**config.mk**
```make
export PLATFORM = sky130hd
export DESIGN_NAME = awru_router
export DESIGN_NICKNAME = d
export VERILOG_FILES = /design/src/common/awru_pkg.sv /design/src/awru_axis_cmp.sv /design/src/awru_pin_drv.sv /design/src/awru_router.sv
export VERILOG_INCLUDE_DIRS = /design/src /design/src/common
export SDC_FILE = /design/constraint.sdc
export NUM_CORES = 1
export LEC_CHECK = 0
export BUFFER_PORTS_ARGS = -buffer_cell sky130_fd_sc_hd__buf_2
export CAP_MARGIN = 30
export CORE_MARGIN = 8
export CORE_UTILIZATION = 54
export DETAILED_ROUTE_END_ITERATION = 6
export GPL_TIMING_DRIVEN = 0
export MAX_ROUTING_LAYER = met4
export PLACE_DENSITY = 0.78
export SETUP_SLACK_MARGIN = 0.1
export SKIP_CTS_REPAIR_TIMING = 1
export SLEW_MARGIN = 20
export SYNTH_ARGS = -nofsm -noshare
export SYNTH_HDL_FRONTEND = slang
export SYNTH_SLANG_ARGS = --single-unit
```
**constraint.sdc**
```tcl
create_clock -name ref_clk -period 7.4 [get_ports ref_clk]
set_input_delay 1.11 -clock ref_clk [delete_from_list [all_inputs] [get_ports ref_clk]]
set_output_delay 1.11 -clock ref_clk [all_outputs]
set_load 0.01 [all_outputs]
```
**src/common/awru_defs.svh**
```systemverilog
// Constants for the accelerometer interrupt and wake-up router.
// Assumes inclusion by the router module only, not by the package.
`ifndef AWRU_DEFS_SVH
`define AWRU_DEFS_SVH

// Register addresses
`define AWRU_ADDR_PULSE_CFG   8'h0B
`define AWRU_ADDR_PIN1_CTRL   8'h0D
`define AWRU_ADDR_PIN2_CTRL   8'h0E
`define AWRU_ADDR_CTRL_THREE  8'h12
`define AWRU_ADDR_CTRL_FOUR   8'h13
`define AWRU_ADDR_CTRL_FIVE   8'h14
`define AWRU_ADDR_ALL_SRC     8'h1A
`define AWRU_ADDR_WAKE_SRC    8'h1B
`define AWRU_ADDR_OUT_FIRST   8'h28
`define AWRU_ADDR_OUT_LAST    8'h2D
`define AWRU_ADDR_WAKE_CFG    8'h56
`define AWRU_ADDR_INT_EN      8'h58
`define AWRU_ADDR_WAKE_THS    8'h5B
`define AWRU_ADDR_WAKE_DURATION    8'h5C
`define AWRU_ADDR_PIN1_EVT    8'h5E
`define AWRU_ADDR_PIN2_EVT    8'h5F
`define AWRU_ADDR_OFS_X       8'h73

// Writable bit masks, others read zero
`define AWRU_MASK_PIN_CTRL    8'h7D
`define AWRU_MASK_PIN_EVT     8'hA1
`define AWRU_MASK_PIN1_EVT    8'hA0

// Field positions
`define AWRU_BIT_POL_LOW      5
`define AWRU_BIT_OPEN_DRAIN   4
`define AWRU_BIT_MERGE        5
`define AWRU_BIT_ROUND_LO     5
`define AWRU_BIT_LATCH        0
`define AWRU_BIT_FILT_SEL     4
`define AWRU_BIT_INT_EN       7
`define AWRU_BIT_OFS_APPLY    6
`define AWRU_BIT_THS_WEIGHT   4
`define AWRU_BIT_DUR_LO       5
`define AWRU_BIT_DRDY_PULSED  0
`define AWRU_BIT_FS_LO        1
`define AWRU_BIT_OFS_WEIGHT   3
`define AWRU_BIT_ROUTE_ACT    7
`define AWRU_BIT_ROUTE_WAKE   5
`define AWRU_ROUND_OUT        2'b01

// Timing
`define AWRU_CLK_NS           8
`define AWRU_DRDY_PULSE_NS    18750
`define AWRU_DRDY_PULSE_CYC   (`AWRU_DRDY_PULSE_NS / `AWRU_CLK_NS)

`endif

```
**src/common/awru_pkg.sv**
```systemverilog
// Types for the accelerometer interrupt and wake-up router.
// Assumes the constants header sits beside it.
package awru_pkg;
  typedef logic [7:0] awru_byte_t;
  typedef logic signed [16:0] awru_wide_t;
  typedef enum {AWRU_SRC_SLOPE, AWRU_SRC_HPF, AWRU_SRC_LPF_OFS} awru_src_e;
endpackage

```
**src/awru_axis_cmp.sv**
```systemverilog
// Per-axis magnitude comparator for wake-up detection.
// Assumes a sign-extended sample and an already scaled threshold.
`timescale 1ns/1ns
module awru_axis_cmp
  import awru_pkg::*;
(
  // Sample and threshold
  input  wire awru_wide_t  sample,
  input  wire logic [16:0] thr,
  // Result
  output logic             over
);
  function automatic logic [16:0] mag(input awru_wide_t v);
    mag = v[16] ? 17'(-v) : 17'(v);
  endfunction

  // Strict compare, both signs via magnitude
  assign over = mag(sample) > thr;
endmodule

```
**src/awru_pin_drv.sv**
```systemverilog
// Interrupt pin driver with polarity and push-pull or open-drain output.
// Assumes the pad resolves out and oe; oe high while driving.
`timescale 1ns/1ns
module awru_pin_drv
(
  // Clock and reset
  input  wire logic ref_clk,
  input  wire logic reset,
  // Control
  input  wire logic level,
  input  wire logic pol_low,
  input  wire logic open_drain,
  // Pad
  output logic      pin_out,
  output logic      pin_oe
);
  always_ff @(posedge ref_clk)
  begin
    if (reset)
    begin
      pin_out <= 1'b0;
      pin_oe  <= 1'b1;
    end
    else
    begin
      pin_out <= level ^ pol_low;
      // Open drain drives only the active state
      pin_oe  <= open_drain ? level : 1'b1;
    end
  end
endmodule

```
**src/awru_router.sv**
```systemverilog
// Interrupt routing, wake-up detection and register port of the sensor.
// Assumes a decoded serial register port and one odr_strobe per sample.
//
// Summary of operation
// - Rounding 01b wraps burst reads 28h..2Dh
// - Polarity bit selects active high or low
// - Routing bits reset zero; set bit routes
// - Pin one control: FIFO, boot, data-ready enables
// - Pin one function: activity bit7, wake route
// - Pin two control layout, bit7 reads zero
// - Pin two function: activity, wake, timestamp
// - Routed events ORed onto their pin
// - Merge bit ORs all events onto pin one
// - Wake and activity need global enable
// - Latched event holds until source read
// - Latch only when routed to a pin
// - Filter select: slope or high-pass input
// - Select plus offset: low-pass minus offsets
// - Six-bit threshold, weight picks step
// - Exceed means magnitude strictly above threshold
// - Wake after duration consecutive over samples
// - Wake flag and axis flags in sources
// - Unlatched wake drops below threshold
// - Latched axis flags freeze until read
// - Latched data-ready clears on high-byte read
`timescale 1ns/1ns
`include "awru_defs.svh"
module awru_router
  import awru_pkg::*;
(
  // Clock and reset
  input  wire logic        ref_clk,
  input  wire logic        reset,
  // Sample stream, {z, y, x}
  input  wire logic        odr_strobe,
  input  wire logic [47:0] slope_data,
  input  wire logic [47:0] hpf_data,
  input  wire logic [47:0] lpf_data,
  // Event sources
  input  wire logic        ev_fifo_cnt_bdr,
  input  wire logic        ev_fifo_full,
  input  wire logic        ev_fifo_ovr,
  input  wire logic        ev_fifo_th,
  input  wire logic        ev_boot_done,
  input  wire logic        ev_temp_ready,
  input  wire logic        ev_tick_overflow,
  input  wire logic        ev_activity_change,
  // Register port
  input  wire logic [7:0]  reg_addr,
  input  wire logic        reg_wr,
  input  wire awru_byte_t  reg_wdata,
  input  wire logic        reg_rd,
  input  wire logic        reg_rd_next,
  output awru_byte_t       reg_rdata,
  // Interrupt pads
  output logic             irq_pin_a_out,
  output logic             irq_pin_a_oe,
  output logic             irq_pin_b_out,
  output logic             irq_pin_b_oe
);
  awru_byte_t pin1_route_ctrl_q;
  awru_byte_t pin1_event_route_q;
  awru_byte_t pin2_route_ctrl_q;
  awru_byte_t pin2_event_route_q;
  awru_byte_t control_reg_three_q;
  awru_byte_t control_reg_four_q;
  awru_byte_t control_reg_five_q;
  awru_byte_t pulse_cfg_q;
  awru_byte_t wake_cfg_q;
  awru_byte_t int_en_q;
  awru_byte_t wake_threshold_reg_q;
  awru_byte_t wake_duration_reg_q;
  awru_byte_t user_offset_q [3];
  logic [47:0] accel_out_q;
  logic [7:0]  rd_ptr_q;
  logic [1:0]  dur_cnt_q;
  logic        wake_flag_q;
  logic [2:0]  wake_axes_q;
  logic        act_flag_q;
  logic        src_pend_q;
  logic        drdy_q;
  logic [11:0] pulse_cnt_q;

  logic [7:0]  rd_addr;
  logic        rd_any;
  awru_byte_t  rd_val;
  awru_src_e   src_sel;
  awru_wide_t  axis_in [3];
  logic [16:0] thr;
  logic [2:0]  over;
  logic        wake_now;
  logic        latch_wake;
  logic        latch_act;
  logic        src_read;
  logic        drdy_sig;
  logic [7:0]  ev_ctrl_a;
  logic [7:0]  ev_ctrl_b;
  logic [7:0]  ev_func;
  logic        lvl_a;
  logic        lvl_b;
  logic        pin_a_level;
  logic        pin_b_level;

  function automatic logic route_or(input awru_byte_t en, input logic [7:0] ev);
    route_or = |(en & ev);
  endfunction

  // Offset LSB is fixed in g, so its shift depends on the full scale code
  function automatic awru_wide_t ofs_scale(input awru_byte_t ofs, input logic w,
                                           input logic [1:0] fs);
    logic [3:0] sh;
    sh = 4'd4 + (w ? 4'd4 : 4'd0) - {2'b00, fs};
    ofs_scale = awru_wide_t'({{9{ofs[7]}}, ofs}) <<< sh;
  endfunction

  function automatic logic [7:0] next_addr(input logic [7:0] a, input logic [1:0] rnd);
    if (rnd == `AWRU_ROUND_OUT && a == `AWRU_ADDR_OUT_LAST)
      next_addr = `AWRU_ADDR_OUT_FIRST;
    else
      next_addr = a + 8'h01;
  endfunction

  // Register port
  assign rd_any  = reg_rd | reg_rd_next;
  assign rd_addr = reg_rd ? reg_addr
                 : next_addr(rd_ptr_q, control_reg_five_q[`AWRU_BIT_ROUND_LO +: 2]);

  always_ff @(posedge ref_clk)
  begin
    if (reset)
      rd_ptr_q <= 8'h00;
    else if (rd_any)
      rd_ptr_q <= rd_addr;
  end

  always_ff @(posedge ref_clk)
  begin
    if (reset)
    begin
      pin1_route_ctrl_q    <= 8'h00;
      pin1_event_route_q   <= 8'h00;
      pin2_route_ctrl_q    <= 8'h00;
      pin2_event_route_q   <= 8'h00;
      control_reg_three_q  <= 8'h00;
      control_reg_four_q   <= 8'h00;
      control_reg_five_q   <= 8'h00;
      pulse_cfg_q          <= 8'h00;
      wake_cfg_q           <= 8'h00;
      int_en_q             <= 8'h00;
      wake_threshold_reg_q <= 8'h00;
      wake_duration_reg_q  <= 8'h00;
      for (int i = 0; i < 3; i++)
        user_offset_q[i] <= 8'h00;
    end
    else if (reg_wr)
    begin
      unique case (reg_addr)
        `AWRU_ADDR_PIN1_CTRL:  pin1_route_ctrl_q    <= reg_wdata & `AWRU_MASK_PIN_CTRL;
        `AWRU_ADDR_PIN1_EVT:   pin1_event_route_q   <= reg_wdata & `AWRU_MASK_PIN1_EVT;
        `AWRU_ADDR_PIN2_CTRL:  pin2_route_ctrl_q    <= reg_wdata & `AWRU_MASK_PIN_CTRL;
        `AWRU_ADDR_PIN2_EVT:   pin2_event_route_q   <= reg_wdata & `AWRU_MASK_PIN_EVT;
        `AWRU_ADDR_CTRL_THREE: control_reg_three_q  <= reg_wdata;
        `AWRU_ADDR_CTRL_FOUR:  control_reg_four_q   <= reg_wdata;
        `AWRU_ADDR_CTRL_FIVE:  control_reg_five_q   <= reg_wdata;
        `AWRU_ADDR_PULSE_CFG:  pulse_cfg_q          <= reg_wdata;
        `AWRU_ADDR_WAKE_CFG:   wake_cfg_q           <= reg_wdata;
        `AWRU_ADDR_INT_EN:     int_en_q             <= reg_wdata;
        `AWRU_ADDR_WAKE_THS:   wake_threshold_reg_q <= reg_wdata;
        `AWRU_ADDR_WAKE_DURATION:   wake_duration_reg_q  <= reg_wdata;
        `AWRU_ADDR_OFS_X:      user_offset_q[0]     <= reg_wdata;
        `AWRU_ADDR_OFS_X + 8'h01: user_offset_q[1]  <= reg_wdata;
        `AWRU_ADDR_OFS_X + 8'h02: user_offset_q[2]  <= reg_wdata;
        default: ;
      endcase
    end
  end

  always_comb
  begin
    rd_val = 8'h00;
    unique case (rd_addr)
      `AWRU_ADDR_PIN1_CTRL:  rd_val = pin1_route_ctrl_q;
      `AWRU_ADDR_PIN1_EVT:   rd_val = pin1_event_route_q;
      `AWRU_ADDR_PIN2_CTRL:  rd_val = pin2_route_ctrl_q;
      `AWRU_ADDR_PIN2_EVT:   rd_val = pin2_event_route_q;
      `AWRU_ADDR_CTRL_THREE: rd_val = control_reg_three_q;
      `AWRU_ADDR_CTRL_FOUR:  rd_val = control_reg_four_q;
      `AWRU_ADDR_CTRL_FIVE:  rd_val = control_reg_five_q;
      `AWRU_ADDR_PULSE_CFG:  rd_val = pulse_cfg_q;
      `AWRU_ADDR_WAKE_CFG:   rd_val = wake_cfg_q;
      `AWRU_ADDR_INT_EN:     rd_val = int_en_q;
      `AWRU_ADDR_WAKE_THS:   rd_val = wake_threshold_reg_q;
      `AWRU_ADDR_WAKE_DURATION:   rd_val = wake_duration_reg_q;
      `AWRU_ADDR_OFS_X:      rd_val = user_offset_q[0];
      `AWRU_ADDR_OFS_X + 8'h01: rd_val = user_offset_q[1];
      `AWRU_ADDR_OFS_X + 8'h02: rd_val = user_offset_q[2];
      `AWRU_ADDR_WAKE_SRC:   rd_val = {2'b00, act_flag_q, 1'b0, wake_flag_q, wake_axes_q};
      `AWRU_ADDR_ALL_SRC:    rd_val = {2'b00, act_flag_q, 3'b000, wake_flag_q, 1'b0};
      default:
        if (rd_addr >= `AWRU_ADDR_OUT_FIRST && rd_addr <= `AWRU_ADDR_OUT_LAST)
          rd_val = accel_out_q[8 * (rd_addr - `AWRU_ADDR_OUT_FIRST) +: 8];
    endcase
  end

  always_ff @(posedge ref_clk)
  begin
    if (reset)
      reg_rdata <= 8'h00;
    else if (rd_any)
      reg_rdata <= rd_val;
  end

  // Output data registers refresh once per sample
  always_ff @(posedge ref_clk)
  begin
    if (reset)
      accel_out_q <= 48'h0000_0000_0000;
    else if (odr_strobe)
      accel_out_q <= lpf_data;
  end

  // Wake-up input selection and threshold
  always_comb
  begin
    if (!wake_cfg_q[`AWRU_BIT_FILT_SEL])
      src_sel = AWRU_SRC_SLOPE;
    else if (wake_threshold_reg_q[`AWRU_BIT_OFS_APPLY])
      src_sel = AWRU_SRC_LPF_OFS;
    else
      src_sel = AWRU_SRC_HPF;
    for (int i = 0; i < 3; i++)
    begin
      unique case (src_sel)
        AWRU_SRC_SLOPE: axis_in[i] = awru_wide_t'($signed(slope_data[16 * i +: 16]));
        AWRU_SRC_HPF:   axis_in[i] = awru_wide_t'($signed(hpf_data[16 * i +: 16]));
        AWRU_SRC_LPF_OFS:
          axis_in[i] = awru_wide_t'($signed(lpf_data[16 * i +: 16]))
                     - ofs_scale(user_offset_q[i], pulse_cfg_q[`AWRU_BIT_OFS_WEIGHT],
                                 pulse_cfg_q[`AWRU_BIT_FS_LO +: 2]);
      endcase
    end
  end

  // Full scale spans 2^15 counts, so the step is 2^9 or 2^7 counts
  assign thr = wake_duration_reg_q[`AWRU_BIT_THS_WEIGHT]
             ? {4'b0000, wake_threshold_reg_q[5:0], 7'b000_0000}
             : {2'b00, wake_threshold_reg_q[5:0], 9'b0_0000_0000};

  for (genvar g = 0; g < 3; g++)
  begin : g_axis
    awru_axis_cmp u_cmp
    (
      .sample (axis_in[g]),
      .thr    (thr),
      .over   (over[g])
    );
  end

  assign wake_now = int_en_q[`AWRU_BIT_INT_EN] & (|over)
                  & (dur_cnt_q >= wake_duration_reg_q[`AWRU_BIT_DUR_LO +: 2]);

  assign latch_wake = wake_cfg_q[`AWRU_BIT_LATCH]
                    & (pin1_event_route_q[`AWRU_BIT_ROUTE_WAKE]
                       | pin2_event_route_q[`AWRU_BIT_ROUTE_WAKE]);
  assign latch_act  = wake_cfg_q[`AWRU_BIT_LATCH]
                    & (pin1_event_route_q[`AWRU_BIT_ROUTE_ACT]
                       | pin2_event_route_q[`AWRU_BIT_ROUTE_ACT]);
  assign src_read   = rd_any & (rd_addr == `AWRU_ADDR_WAKE_SRC
                                | rd_addr == `AWRU_ADDR_ALL_SRC);

  // Consecutive over-threshold count, saturating
  always_ff @(posedge ref_clk)
  begin
    if (reset)
      dur_cnt_q <= 2'b00;
    else if (src_read && wake_cfg_q[`AWRU_BIT_LATCH])
      dur_cnt_q <= 2'b00;
    else if (odr_strobe)
    begin
      if (!(|over) || !int_en_q[`AWRU_BIT_INT_EN])
        dur_cnt_q <= 2'b00;
      else if (dur_cnt_q != 2'b11)
        dur_cnt_q <= dur_cnt_q + 2'b01;
    end
  end

  // A read arms release; a new event at the next strobe still wins
  always_ff @(posedge ref_clk)
  begin
    if (reset)
      src_pend_q <= 1'b0;
    else if (src_read)
      src_pend_q <= 1'b1;
    else if (odr_strobe)
      src_pend_q <= 1'b0;
  end

  always_ff @(posedge ref_clk)
  begin
    if (reset)
    begin
      wake_flag_q <= 1'b0;
      wake_axes_q <= 3'b000;
    end
    else if (odr_strobe)
    begin
      if (!(latch_wake && wake_flag_q && !src_pend_q))
      begin
        wake_flag_q <= wake_now;
        wake_axes_q <= wake_now ? {over[0], over[1], over[2]} : 3'b000;
      end
    end
  end

  always_ff @(posedge ref_clk)
  begin
    if (reset)
      act_flag_q <= 1'b0;
    else if (odr_strobe && !(latch_act && act_flag_q && !src_pend_q))
      act_flag_q <= int_en_q[`AWRU_BIT_INT_EN] & ev_activity_change;
  end

  // Data-ready: high-byte read clears, a new sample in the same cycle wins
  always_ff @(posedge ref_clk)
  begin
    if (reset)
      drdy_q <= 1'b0;
    else if (odr_strobe)
      drdy_q <= 1'b1;
    else if (rd_any && (rd_addr == `AWRU_ADDR_OUT_FIRST + 8'h01
                        || rd_addr == `AWRU_ADDR_OUT_FIRST + 8'h03
                        || rd_addr == `AWRU_ADDR_OUT_LAST))
      drdy_q <= 1'b0;
  end

  always_ff @(posedge ref_clk)
  begin
    if (reset)
      pulse_cnt_q <= 12'h000;
    else if (odr_strobe)
      pulse_cnt_q <= 12'(`AWRU_DRDY_PULSE_CYC);
    else if (pulse_cnt_q != 12'h000)
      pulse_cnt_q <= pulse_cnt_q - 12'h001;
  end

  assign drdy_sig = pulse_cfg_q[`AWRU_BIT_DRDY_PULSED] ? (pulse_cnt_q != 12'h000) : drdy_q;

  // Routing
  assign ev_ctrl_a = {1'b0, ev_fifo_cnt_bdr, ev_fifo_full, ev_fifo_ovr, ev_fifo_th,
                      ev_boot_done, 1'b0, drdy_sig};
  assign ev_ctrl_b = {1'b0, ev_fifo_cnt_bdr, ev_fifo_full, ev_fifo_ovr, ev_fifo_th,
                      ev_temp_ready, 1'b0, drdy_sig};
  assign ev_func   = {act_flag_q, 1'b0, wake_flag_q, 4'h0, ev_tick_overflow};

  assign lvl_a = route_or(pin1_route_ctrl_q, ev_ctrl_a) | route_or(pin1_event_route_q, ev_func);
  assign lvl_b = route_or(pin2_route_ctrl_q, ev_ctrl_b) | route_or(pin2_event_route_q, ev_func);

  assign pin_a_level = control_reg_four_q[`AWRU_BIT_MERGE] ? (lvl_a | lvl_b) : lvl_a;
  assign pin_b_level = control_reg_four_q[`AWRU_BIT_MERGE] ? 1'b0 : lvl_b;

  awru_pin_drv u_pin_a
  (
    .ref_clk    (ref_clk),
    .reset      (reset),
    .level      (pin_a_level),
    .pol_low    (control_reg_three_q[`AWRU_BIT_POL_LOW]),
    .open_drain (control_reg_three_q[`AWRU_BIT_OPEN_DRAIN]),
    .pin_out    (irq_pin_a_out),
    .pin_oe     (irq_pin_a_oe)
  );

  awru_pin_drv u_pin_b
  (
    .ref_clk    (ref_clk),
    .reset      (reset),
    .level      (pin_b_level),
    .pol_low    (control_reg_three_q[`AWRU_BIT_POL_LOW]),
    .open_drain (control_reg_three_q[`AWRU_BIT_OPEN_DRAIN]),
    .pin_out    (irq_pin_b_out),
    .pin_oe     (irq_pin_b_oe)
  );
endmodule

```
**Word level (Yosys, flattened, before mapping)**

Memory sizes are Yosys's and may differ from the RTL's.
Index checks and enable logic that the tools add are counted.

- Bits of input ports: 174
- ROM bits: 0
- Memories: 1
- Register bits after elaboration: 170
- Latch bits: 0
- Bits in writable memories: 24

Memories:

| name | depth | bits a word | read ports | clocked after memory_dff | wr ports | line | RTL |
|---|---|---|---|---|---|---|---|
| user_offset_q | 3 | 8 | 3 | 0 | 3 | awru_router.sv:73 | `awru_byte_t user_offset_q [3];` |

- Equal/unequal tests: 40
- Div/mod/pow operators: 0
- Shift operators: 4
- Multiply operators: 0
- Reduce and logical (&&, ||, !) cells: 44
- $lt $le $gt $ge: 6
- $add $sub $neg: 12
- Multiplexer cells: 43
- Bitwise gates (word level): 24

Operators by type and width:

| operator | number |
|---|---|
| 17-bit one-hot mux with 3 select lines | 3 |
| 8-bit by 7-bit == test with 1-bit output (second input constant) | 18 |
| 8-bit one-hot mux with 17 select lines | 1 |
| 8-bit by 5-bit == test with 1-bit output (second input constant) | 8 |
| 17-bit by 15-bit > comparator with 1-bit output | 3 |
| 17-bit two-way mux | 3 |
| 17-bit negator | 3 |
| 8-bit by 4-bit <<< shifter with 17-bit output | 3 |
| 16-bit by 17-bit subtractor with 17-bit output | 3 |
| 8-bit by 4-bit == test with 1-bit output (second input constant) | 6 |
| 8-bit two-way mux | 6 |
| 48-bit by 33-bit variable part select with 8-bit output | 1 |
| 32-bit by 1-bit == test with 1-bit output (second input constant) | 1 |
| 32-bit by 2-bit == test with 1-bit output (second input constant) | 1 |
| 8-bit by 6-bit == test with 1-bit output (second input constant) | 4 |
| 32-bit logical NOT | 1 |
| 8-bit OR reduction | 4 |
| 2-bit AND reduction | 14 |
| 12-bit two-way mux | 2 |
| 1-bit two-way mux | 21 |
| 8-bit AND | 2 |
| 15-bit two-way mux | 1 |
| 7-bit AND | 2 |
| 12-bit nonzero test | 1 |
| 23 further kinds | 61 |

**Logic depth before layout (Yosys ltp)**

Gate-level depths: netlist (run 1).

- Depth after elaboration: 14
- Mapped depth: 35
- Mapped depth without buffers: 31

**Hierarchy**

A second synthesis (run 1) with hierarchy kept.

- Cell total of the unflattened synthesis: 1,967
- Area total of the unflattened synthesis: 15,776.4 µm²

By module, submodules not included:

| module | area an instance (µm²) | cells an instance | times used |
|---|---|---|---|
| awru_router | 13,422.9 | 1,646 | 1 |
| awru_axis_cmp | 744.5 | 103 | 3 |
| awru_pin_drv | 60.1 | 6 | 2 |

**Worst setup path before layout (run 1)**

No wires, ideal clock.

- Path type: flip-flop to flip-flop
- Start: register pulse_cfg_q[1]
- End: register dur_cnt_q[1]
- Path slack: 0.336 ns
- Period minus slack after synthesis: 7.064 ns
- Required time: 7.285 ns
- Arrival time: 6.950 ns
- Cell stages (with the launch flop): 33
- Cell sequence: dfxtp_1 -> clkbuf_1 -> clkinv_1 -> ha_1 -> buf_2 -> buf_1 -> clkbuf_1 -> mux2_2 -> o21ai_0 -> o22ai_1 -> a21oi_1 -> ha_1 -> a21o_1 -> a21o_1 -> a221oi_1 -> a21oi_1 -> a211oi_1 -> buf_1 -> nand2_1 -> xnor2_1 -> ha_1 -> nor2b_1 -> o21a_1 -> o21a_1 -> o21a_1 -> o21ai_0 -> a21oi_1 -> a211oi_1 -> a311oi_1 -> a311o_1 -> o41ai_2 -> nor4b_1 -> o21a_1

- Word-level cells in the longest chain between the ends: 12
- Elaborated cells on any way between the ends: 25

Ends and longest elaborated chain:

| what | line | RTL |
|---|---|---|
| start: declaration | awru_router.sv:68 | `awru_byte_t pulse_cfg_q;` |
| start signal: assignment | awru_router.sv:165 | `` `AWRU_ADDR_PULSE_CFG: pulse_cfg_q <= reg_wdata; `` |
| 4-bit by 2-bit subtractor with 4-bit output (*) | awru_router.sv:112 | `sh = 4'd4 + (w ? 4'd4 : 4'd0) - {2'b00, fs};` |
| 8-bit by 4-bit <<< shifter with 17-bit output | awru_router.sv:113 | `ofs_scale = awru_wide_t'({{9{ofs[7]}}, ofs}) <<< sh;` |
| 16-bit by 17-bit subtractor with 17-bit output | awru_router.sv:237 | `axis_in[i] = awru_wide_t'($signed(lpf_data[16 * i +: 16]))` |
| 17-bit one-hot mux with 3 select lines | awru_router.sv:233 | `unique case (src_sel)` |
| 17-bit negator | awru_axis_cmp.sv:14 | `mag = v[16] ? 17'(-v) : 17'(v);` |
| 17-bit two-way mux | awru_axis_cmp.sv:14 |  |
| 17-bit by 15-bit > comparator with 1-bit output | awru_axis_cmp.sv:18 | `assign over = mag(sample) > thr;` |
| 3-bit OR reduction (*) | awru_router.sv:280 | `` if (!(\|over) \|\| !int_en_q[`AWRU_BIT_INT_EN]) `` |
| 1-bit logical NOT (*) | awru_router.sv:280 |  |
| 1-bit logical OR (*) | awru_router.sv:280 |  |
| 2-bit nonzero test (no source line) | -- |  |
| 2-bit AND reduction (no source line) | -- |  |
| end signal: assignment | awru_router.sv:283 | `dur_cnt_q <= dur_cnt_q + 2'b01;` |
| end: declaration | awru_router.sv:76 | `logic [1:0] dur_cnt_q;` |

Mark *: on every way between the ends. The rest lies on a longest branch, timed or not.
A chain may end at the register's enable or synchronous reset.

**Final worst setup path (run 1)**

Ends and elaborated chain as after synthesis.

==> impl_results.md, run 1 <==
* Outcome: finished, violations left
* Failing checks: design-rule violations
* Largest net degree at the start of global routing at 18
* # rows at 61
* Worst path slowest cell: a311o_2
* Worst VDD drop at 221.9 uV
* Initial DRT Pass Iterations at 7
* Num ports at 186
* Hold Slack at 0.4788 ns
* Critical Path RT at 7.75 ns
* Top cells by area, synth: dfxtp_1 23%, mux2i_1 11%, ha_1 7.1%
* Share of the synthesized area in the top cell type at 0.2265
* Total wire length at 58.85 mm
* Non-filler instance count after layout at 2486
* Rel. slew slack at 0.3766
* Avg Cell Area, Syn at 8.028 um^2
* Vias per cell at 6.393
* Initial antenna violation count at 0
* Post-synth EDFFs at 24
* Post-synth top cells: 275 x nor2_1, 172 x nand2_1, 170 x dfxtp_1, 170 x mux2i_1, 134 x a21oi_1
* Synth unique cells at 86
* Dpl cells at 2440
* Synth Warn # at 0
* Synth Cell Area at 15030 um^2
* Post-Route Skew at 0.01115 ns
* Max incr delay on CP at 0.47 ns
* Final setup fails at 0
* Initial Utilization at 0.5439
* Hold crit path type: register to register
* Final Hold Fails at 0
* PwrDens at 156.5 nW/um^2
* Num Clock Sinks at 194
* RSZ-0062 raised after global routing: yes
* Gpl congestion at 1.065
* Syn Nets at 2134
* Critical path type: register to register
* First-pass GRT wire length at 87.51 mm
* Dominant cell type by area after synthesis: dfxtp_1
* Layout area overhead at 16.52%
* Via count at 15890
* Worst-path fanout max at 10
* Max Slew Vio Count at 0
* Antenna-violating nets left at 0
* Final period utilization at 0.9657
* Max Buffers Root-to-Sink at 2
* Layout cells sized above 1 at 0.1708
* Root Driver: clkbuf_16
* CP arrival at 7.49 ns
* Die width at 182.8 um
* Antenna diodes at 0
* Lkg Pwr at 7.332 nW
* Fin util at 0.6338
* Async SR Flop Fraction at 0
* DR WL/cell at 23.67 um
* Synth Register Bits at 194
* Maxcap violations at 0
* Synth Flop Type: dfxtp_1
* Nature of the critical path endpoint: register
* Most common cell in the synthesized netlist: nor2_1
* Reg clk slew, reported paths at 0.07 ns
* Slew @ Worst Pin at 0.9280 ns
* GRT overflow at 0
* Tmin final at 7.146 ns
* Input/output buffers at 182
* TritonCTS clock tree: built
* Starting DRC count in detailed routing at 1963
* DRC Markers at 20
* Post-Syn Instances at 1872
* H-tree depth at 4
* Core ar. at 27630 um^2
* Clock Latency Late Sink at 0.45 ns
* Nets at 2357
* DIE HEIGHT at 182.8 um
* Worst setup SP type: register
* Vias in the first global route at 14990
* Die ar. at 33430 um^2
* Detailed Place HPWL at 47.42 mm
* CTS Buf Count at 17
* Sequential area share after synthesis at 0.2744
* Fmax at 0.1399 GHz
* Overall Global Routing Usage at 0.3472
[kinds of logic (layout without fill, tap and decap cells)]
family                   Yosys count  in the layout  synth area share
AND/OR/NAND/NOR                  714            714            0.2230
AO/OA/AOI/OAI                    496            496            0.2255
flip-flops                       194            194            0.2744
multiplexers                     187            187            0.1327
buffers and inverters            131            367           0.03339
adder cells (fa/ha/maj)           88             88           0.07476
XOR/XNOR                          62             62           0.03613
[worst paths after layout]
check	startpoint	endpoint	slack (ns)	depth (start not counted)
hold / removal	src_pend_q$_SDFFE_PP0P_	src_pend_q$_SDFFE_PP0P_	0.48	2
setup reg to reg	pulse_cfg_q[1]$_SDFFE_PP0P_	dur_cnt_q[1]$_SDFFE_PP0P_	0.25	32
setup / recovery	pulse_cfg_q[1]$_SDFFE_PP0P_	dur_cnt_q[1]$_SDFFE_PP0P_	0.25	32
hold reg to reg	src_pend_q$_SDFFE_PP0P_	src_pend_q$_SDFFE_PP0P_	0.48	2
[layout by cell type (no fill, tap or decap), drive strengths merged, types with 34 or more instances in the layout]
master / count
inv: 43
a21oi: 134
nor3: 48
nand2b: 34
o21ai: 68
buf: 227
a22oi: 44
clkbuf: 87
nor2: 275
mux2i: 170
ha: 85
dfxtp: 170
nand2: 172
[state kept, by name, summed over array words and instances, names as in the netlist, 6 cells and up]
| register | flops |
|---|---|
| reg_rdata | 8 |
| pulse_cnt_q | 12 |
| wake_threshold_reg_q | 8 |
| control_reg_four_q | 8 |
| user_offset_q | 24 |
| control_reg_five_q | 8 |
| wake_duration_reg_q | 8 |
| wake_cfg_q | 8 |
| pin2_route_ctrl_q | 6 |
| int_en_q | 8 |
| accel_out_q | 48 |
| pin1_route_ctrl_q | 6 |
| rd_ptr_q | 8 |
| pulse_cfg_q | 8 |
| control_reg_three_q | 8 |
[worst max-delay path: cells and delay by family (launching register included)]
kind / cells / cell delay (ns)
flip-flops: 1 / 0.31
AO/OA/AOI/OAI: 16 / 3.70
AND/OR/NAND/NOR: 5 / 0.65
multiplexers: 1 / 0.17
buffers and inverters: 6 / 1.10
adder cells (fa/ha/maj): 3 / 0.96
XOR/XNOR: 1 / 0.17
[cell type report]
cell class                      instances  area, um^2
Buffer                                 89       385.4
Multi-Input combinational cell       1547       10690
Clock buffer                           20       467.9
Fill cell                            2483       10120
Sequential cell                       194        4124
Tap cell                              378       473.0
Timing Repair Buffer                  205        1071
Clock inverter                         12       145.1
Inverter                               41       157.7
[metal layers]
metal / global-route usage / up-vias / wire length (um)
met5: - / - / 0
met4: 0.2101 / 0 / 3802
met3: 0.05520 / 215 / 5191
met2: 0.5437 / 891 / 26630
met1: 0.4180 / 7420 / 23230
li1: - / 7368 / -
[power by group]
part           internal [mW]  leakage [nW]  switching (mW)
Sequential              1.10          1.61          0.0361
Clock                  0.534         0.301           0.428
Combinational          0.253          5.42           0.393
[per-stage QoR]
step | setup slack (ns) | TNS (ns) | cell area (um^2) | power (mW)
finish | 0.2539 | 0 | 17510 | 2.741
floorplan | 0.3356 | 0 | 15030 | 1.543
CTS | -1.556 | -6.583 | 17110 | 2.704
global route | -0.04907 | -0.04907 | 17510 | 2.837
detailed placement | -1.495 | -6.282 | 16500 | 1.757
global placement | -1.439 | -5.824 | 16410 | 1.745
No activity file was read; power rests on OpenSTA's default activity.
==> run 2, diff against run 1 <==
--- a/config.mk
+++ b/config.mk
@@ -10,3 +10,3 @@
 export CAP_MARGIN = 30
-export CORE_MARGIN = 8
+export CORE_MARGIN = 2
 export CORE_UTILIZATION = 54
==> constraint.sdc (replaced) <==
create_clock -name ref_clk -period 7.4 [get_ports ref_clk]
set_input_delay 1.48 -clock ref_clk [delete_from_list [all_inputs] [get_ports ref_clk]]
set_output_delay 1.48 -clock ref_clk [all_outputs]
set_load 0.01 [all_outputs]
==> impl_results.md, run 2 (synthesis results as in run 1) <==
* Clock Latency Late Sink at 0.45 ns
* Critical path type: register to register
* Vias in the first global route at 14500
* Final instance area at 17480 um^2
* Detailed Place HPWL at 46.44 mm
* Fmax at 0.1394 GHz
* # rows at 61
* Hold depth at 2
* Fin worst setup slack at 0.2253 ns
* TNS Setup at 0 ns
* Total wire length at 57.64 mm
* Dpl cells at 2439
* Dpl cell area at 16490 um^2
* Lkg Pwr at 7.307 nW
* Core ar. at 27630 um^2
* Antenna-violating nets left at 0
* Overall Global Routing Usage at 0.3945
* Initial Utilization at 0.5439
* CTS Buf Count at 17
* GRT overflow at 0
* Hold crit path type: register to register
* Layout cells sized above 1 at 0.1730
* Reg clk slew, reported paths at 0.08 ns
* Tmin final at 7.175 ns
* Maxcap violations at 0
* Die width at 170.8 um
* Initial antenna violation count at 0
* Area occupied by multi-input gates at 10700 um^2
* Vias per cell at 6.353
* Root Driver: clkbuf_16
* Initial DRT Pass Iterations at 7
* Nets at 2360
* Max incr delay on CP at 0.41 ns
* Worst VDD drop at 213.6 uV
* Storage cell area at 4124 um^2
* DRC Markers at 0
* Commonest non-fill, non-tap cell in the layout: nor2_1
* Critical Path RT at 7.74 ns
* Die ar. at 29180 um^2
* Dpl ws at -1.458 ns
* Worst setup SP type: register
* Outcome: finished clean
* Worst path slowest cell: or3_1
* Reg2reg setup slack at 0.23 ns
* Commonest non-fill, non-tap cells in the layout: 272 x nor2_1, 196 x buf_2, 172 x nand2_1
* Slew @ Worst Pin at 1.016 ns
* Reg with most FFs: accel_out_q
* Num ports at 186
* Input/output buffers at 182
* CP arrival at 7.51 ns
* H-tree depth at 4
* Final Hold Fails at 0
* Worst-path fanout max at 10
* First-pass GRT wire length at 84.17 mm
* Starting DRC count in detailed routing at 1662
* Overall power at 2.660 mW
* Hold Slack at 0.4708 ns
* Worst r2r path cells at 34
* Fillers at 2554
* Gpl congestion at 1.039
* Max Slew Vio Count at 0
* Largest net degree at the start of global routing at 18
* Num Clock Sinks at 194
* DR WL/cell at 23.15 um
* Nature of the critical path endpoint: register
* Non-filler instance count after layout at 2490
* TritonCTS clock tree: built
* Final period utilization at 0.9696
* Top flop regs: accel_out_q (48), user_offset_q (24), pulse_cnt_q (12)
* DIE HEIGHT at 170.8 um
* Max Buffers Root-to-Sink at 2
* Layout area overhead at 16.32%
* Final setup fails at 0
* Via count at 15820
* PwrDens at 152.2 nW/um^2
* Number of flip-flops in the largest register at 48
* Post-Route Skew at 0.01456 ns
* Fin util at 0.6327
* Rel. slew slack at 0.3141
## run 2: cell type report
cell class | count | area share
plain buffers | 89 | 0.02176
flip-flops and latches | 194 | 0.2359
repair buffers | 208 | 0.06242
multi-input cells | 1547 | 0.6123
well taps | 378 | 0.02706
clock inverters | 11 | 0.005368
diodes | 2 | 0.0002863
inverters | 41 | 0.008804
clock buffers | 20 | 0.02613
## run 2: worst paths after layout
kind / startpoint / endpoint
worst min register to register: src_pend_q$_SDFFE_PP0P_ / src_pend_q$_SDFFE_PP0P_
worst max register to register: pulse_cfg_q[1]$_SDFFE_PP0P_ / dur_cnt_q[1]$_SDFFE_PP0P_
worst max-delay path: pulse_cfg_q[1]$_SDFFE_PP0P_ / dur_cnt_q[1]$_SDFFE_PP0P_
worst min-delay path: src_pend_q$_SDFFE_PP0P_ / src_pend_q$_SDFFE_PP0P_
## run 2: power breakdown
group / leakage, nW / internal, mW / switching [mW]
registers: 1.61 / 1.10 / 0.0361
clock network: 0.263 / 0.454 / 0.431
logic: 5.43 / 0.252 / 0.389
total: 7.31 / 1.80 / 0.856
## run 2: per-layer routing
metal,vias to the layer above,part of all wire,GRT usage
met5,-,0,-
met4,0,0.062,0.2222
met3,176,0.074,0.04210
met2,874,0.46,0.6376
met1,7391,0.41,0.4828
li1,7378,-,-
## run 2: critical path: cells and delay by family (launching register included)
kind | cells | cell delay (ns)
AO/OA/AOI/OAI | 11 | 2.07
AND/OR/NAND/NOR | 10 | 1.79
buffers and inverters | 8 | 1.51
adder cells (fa/ha/maj) | 3 | 1.00
flip-flops | 1 | 0.31
multiplexers | 1 | 0.27
XOR/XNOR | 1 | 0.12
==> run 3, diff against run 2 <==
- CELL_PAD_IN_SITES_DETAIL_PLACEMENT: unset -> 1
- CELL_PAD_IN_SITES_GLOBAL_PLACEMENT: unset -> 1
- CORE_UTILIZATION: 54 -> 40
- PLACE_DENSITY: 0.78 -> 0.74
==> impl_results.md, run 3 (synthesis results as in run 1) <==
* Number of flip-flops in the largest register at 48
* Nets at 2362
* Nature of the critical path endpoint: register
* DIE HEIGHT at 197.8 um
* Gpl congestion at 0.9974
* Vias per cell at 6.148
* TritonCTS clock tree: built
* Layout cells sized above 1 at 0.1937
* Largest net degree at the start of global routing at 17
* Slew @ Worst Pin at 0.9477 ns
* PwrDens at 152.9 nW/um^2
* Core ar. at 36790 um^2
* Sw Share at 0.3211
* Final Hold Fails at 0
* Max Slew Vio Count at 0
* CP arrival at 7.38 ns
* Reg clk slew, reported paths at 0.08 ns
* Worst path bufs/invs at 7
* Commonest non-fill, non-tap cell in the layout: nor2_1
* Dpl ws at -1.693 ns
* Starting DRC count in detailed routing at 1192
* Die ar. at 39140 um^2
* Via count at 15860
* Root Driver: clkbuf_16
* Hold EP: src_pend_q$_SDFFE_PP0P_
* RSZ-0062 raised after global routing: no
* Most frequent CP cell: o21a_1
* Reg2reg setup slack at 0.35 ns
* DRC Markers at 0
* Rel. slew slack at 0.3633
* Die width at 197.8 um
* H-tree depth at 4
* Antenna-violating nets left at 0
* Clock Latency Late Sink at 0.45 ns
* Initial Utilization at 0.4085
* Critical path type: register to register
* # rows at 70
* Hold Slack at 0.4841 ns
* Initial antenna violation count at 0
* P_int at 1.853 mW
* Crit-path leading delay family: compound AO/OA/AOI/OAI gates
* Critical Path RT at 7.74 ns
* Clock network power share at 0.335
* Tmin final at 7.045 ns
* Maxcap violations at 0
* Post-Route Skew at 0.01485 ns
* Vias in the first global route at 15640
* Max Buffers Root-to-Sink at 2
* Overall Global Routing Usage at 0.3389
* Final period utilization at 0.9520
* Hold crit path type: register to register
* Worst r2r path cells at 33
* GRT overflow at 0
* Num ports at 186
* Sequential power share at 0.416
* First-pass GRT wire length at 96.77 mm
* Detailed Place HPWL at 53.28 mm
* Hold_sp: src_pend_q$_SDFFE_PP0P_
* CTS Buf Count at 17
* P_sw at 0.8763 mW
* DR WL/cell at 25.48 um
* Antenna diodes at 0
* Lkg Pwr at 7.366 nW
* Reg with most FFs: accel_out_q
* Fmax at 0.1419 GHz
* Layout area overhead at 18.81%
* Reg2reg start: pulse_cfg_q[1]$_SDFFE_PP0P_
* Critical R2R Capture: dur_cnt_q[1]$_SDFFE_PP0P_
* Fin worst setup slack at 0.3550 ns
* Outcome: finished clean
* Commonest non-fill, non-tap cells in the layout: 268 x nor2_1, 193 x buf_2, 172 x nand2_1
* Max incr delay on CP at 0.42 ns
* Worst setup SP type: register
* Top flop regs: accel_out_q (48), user_offset_q (24), pulse_cnt_q (12)
* Comb pwr share at 0.248
* Input/output buffers at 182
* Worst-path fanout max at 10
* Initial DRT Pass Iterations at 6
* Total wire length at 65.73 mm
* Worst VDD drop at 170.6 uV
* Hold depth at 2
* Num Clock Sinks at 194
* Worst path slowest cell: ha_1
* TNS Setup at 0 ns
* Final setup fails at 0
==> run 3: power groups by stage <==
stage | clock [mW] | combinational [mW] | sequential (mW)
global placement | 0 | 0.608 | 1.16
finish | 0.915 | 0.677 | 1.14
CTS | 0.923 | 0.630 | 1.13
global route | 0.966 | 0.735 | 1.14
detailed placement | 0 | 0.624 | 1.16
floorplan | 0 | 0.403 | 1.14
==> run 3: worst max-delay path by stage <==
stage | cells past startpoint | to | start
final | 33 | dur_cnt_q[1]$_SDFFE_PP0P_ | pulse_cfg_q[1]$_SDFFE_PP0P_
after global routing | 29 | dur_cnt_q[1]$_SDFFE_PP0P_ | pulse_cfg_q[1]$_SDFFE_PP0P_
after global placement | 32 | dur_cnt_q[1]$_SDFFE_PP0P_ | pulse_cfg_q[1]$_SDFFE_PP0P_
after CTS | 32 | dur_cnt_q[1]$_SDFFE_PP0P_ | pulse_cfg_q[1]$_SDFFE_PP0P_
after detailed placement | 32 | dur_cnt_q[1]$_SDFFE_PP0P_ | pulse_cfg_q[1]$_SDFFE_PP0P_
after floorplan | 32 | dur_cnt_q[1]$_SDFFE_PP0P_ | pulse_cfg_q[1]$_SDFFE_PP0P_
==> run 3: area by class of cell <==
class / instances / area, um^2
well taps: 468 / 585.6
fillers: 4559 / 18930
repair buffers: 210 / 1121
multi-input cells: 1547 / 10910
inverters: 41 / 157.7
flip-flops and latches: 194 / 4124
plain buffers: 89 / 400.4
clock buffers: 24 / 481.7
clock inverters: 7 / 77.57
==> run 3: metal layers <==
layer  part of all wire  track usage  vias up
met3              0.049      0.02930      137
li1                   -            -     7351
met2               0.47       0.5635      550
met1               0.43       0.4172     7824
met5                  0            -        -
met4              0.048       0.1593        0
==> run 3: per-stage QoR <==
stage / std cells / util / total power [mW] / cell area [um^2]
6_report: 2580 / 0.4854 / 2.729 / 17850
5_1_grt: 2580 / 0.4854 / 2.839 / 17850
4_1_cts: 2562 / 0.4674 / 2.686 / 17200
3_5_place_dp: 2531 / 0.4522 / 1.782 / 16640
3_3_place_gp: 2522 / 0.4492 / 1.764 / 16520
2_1_floorplan: 1872 / - / 1.543 / 15030
==> run 3: worst min-delay path: stages, from the launching register on <==
cell     delay [ns]
dfxtp_1        0.32
nand2_1        0.06
a21oi_1        0.06
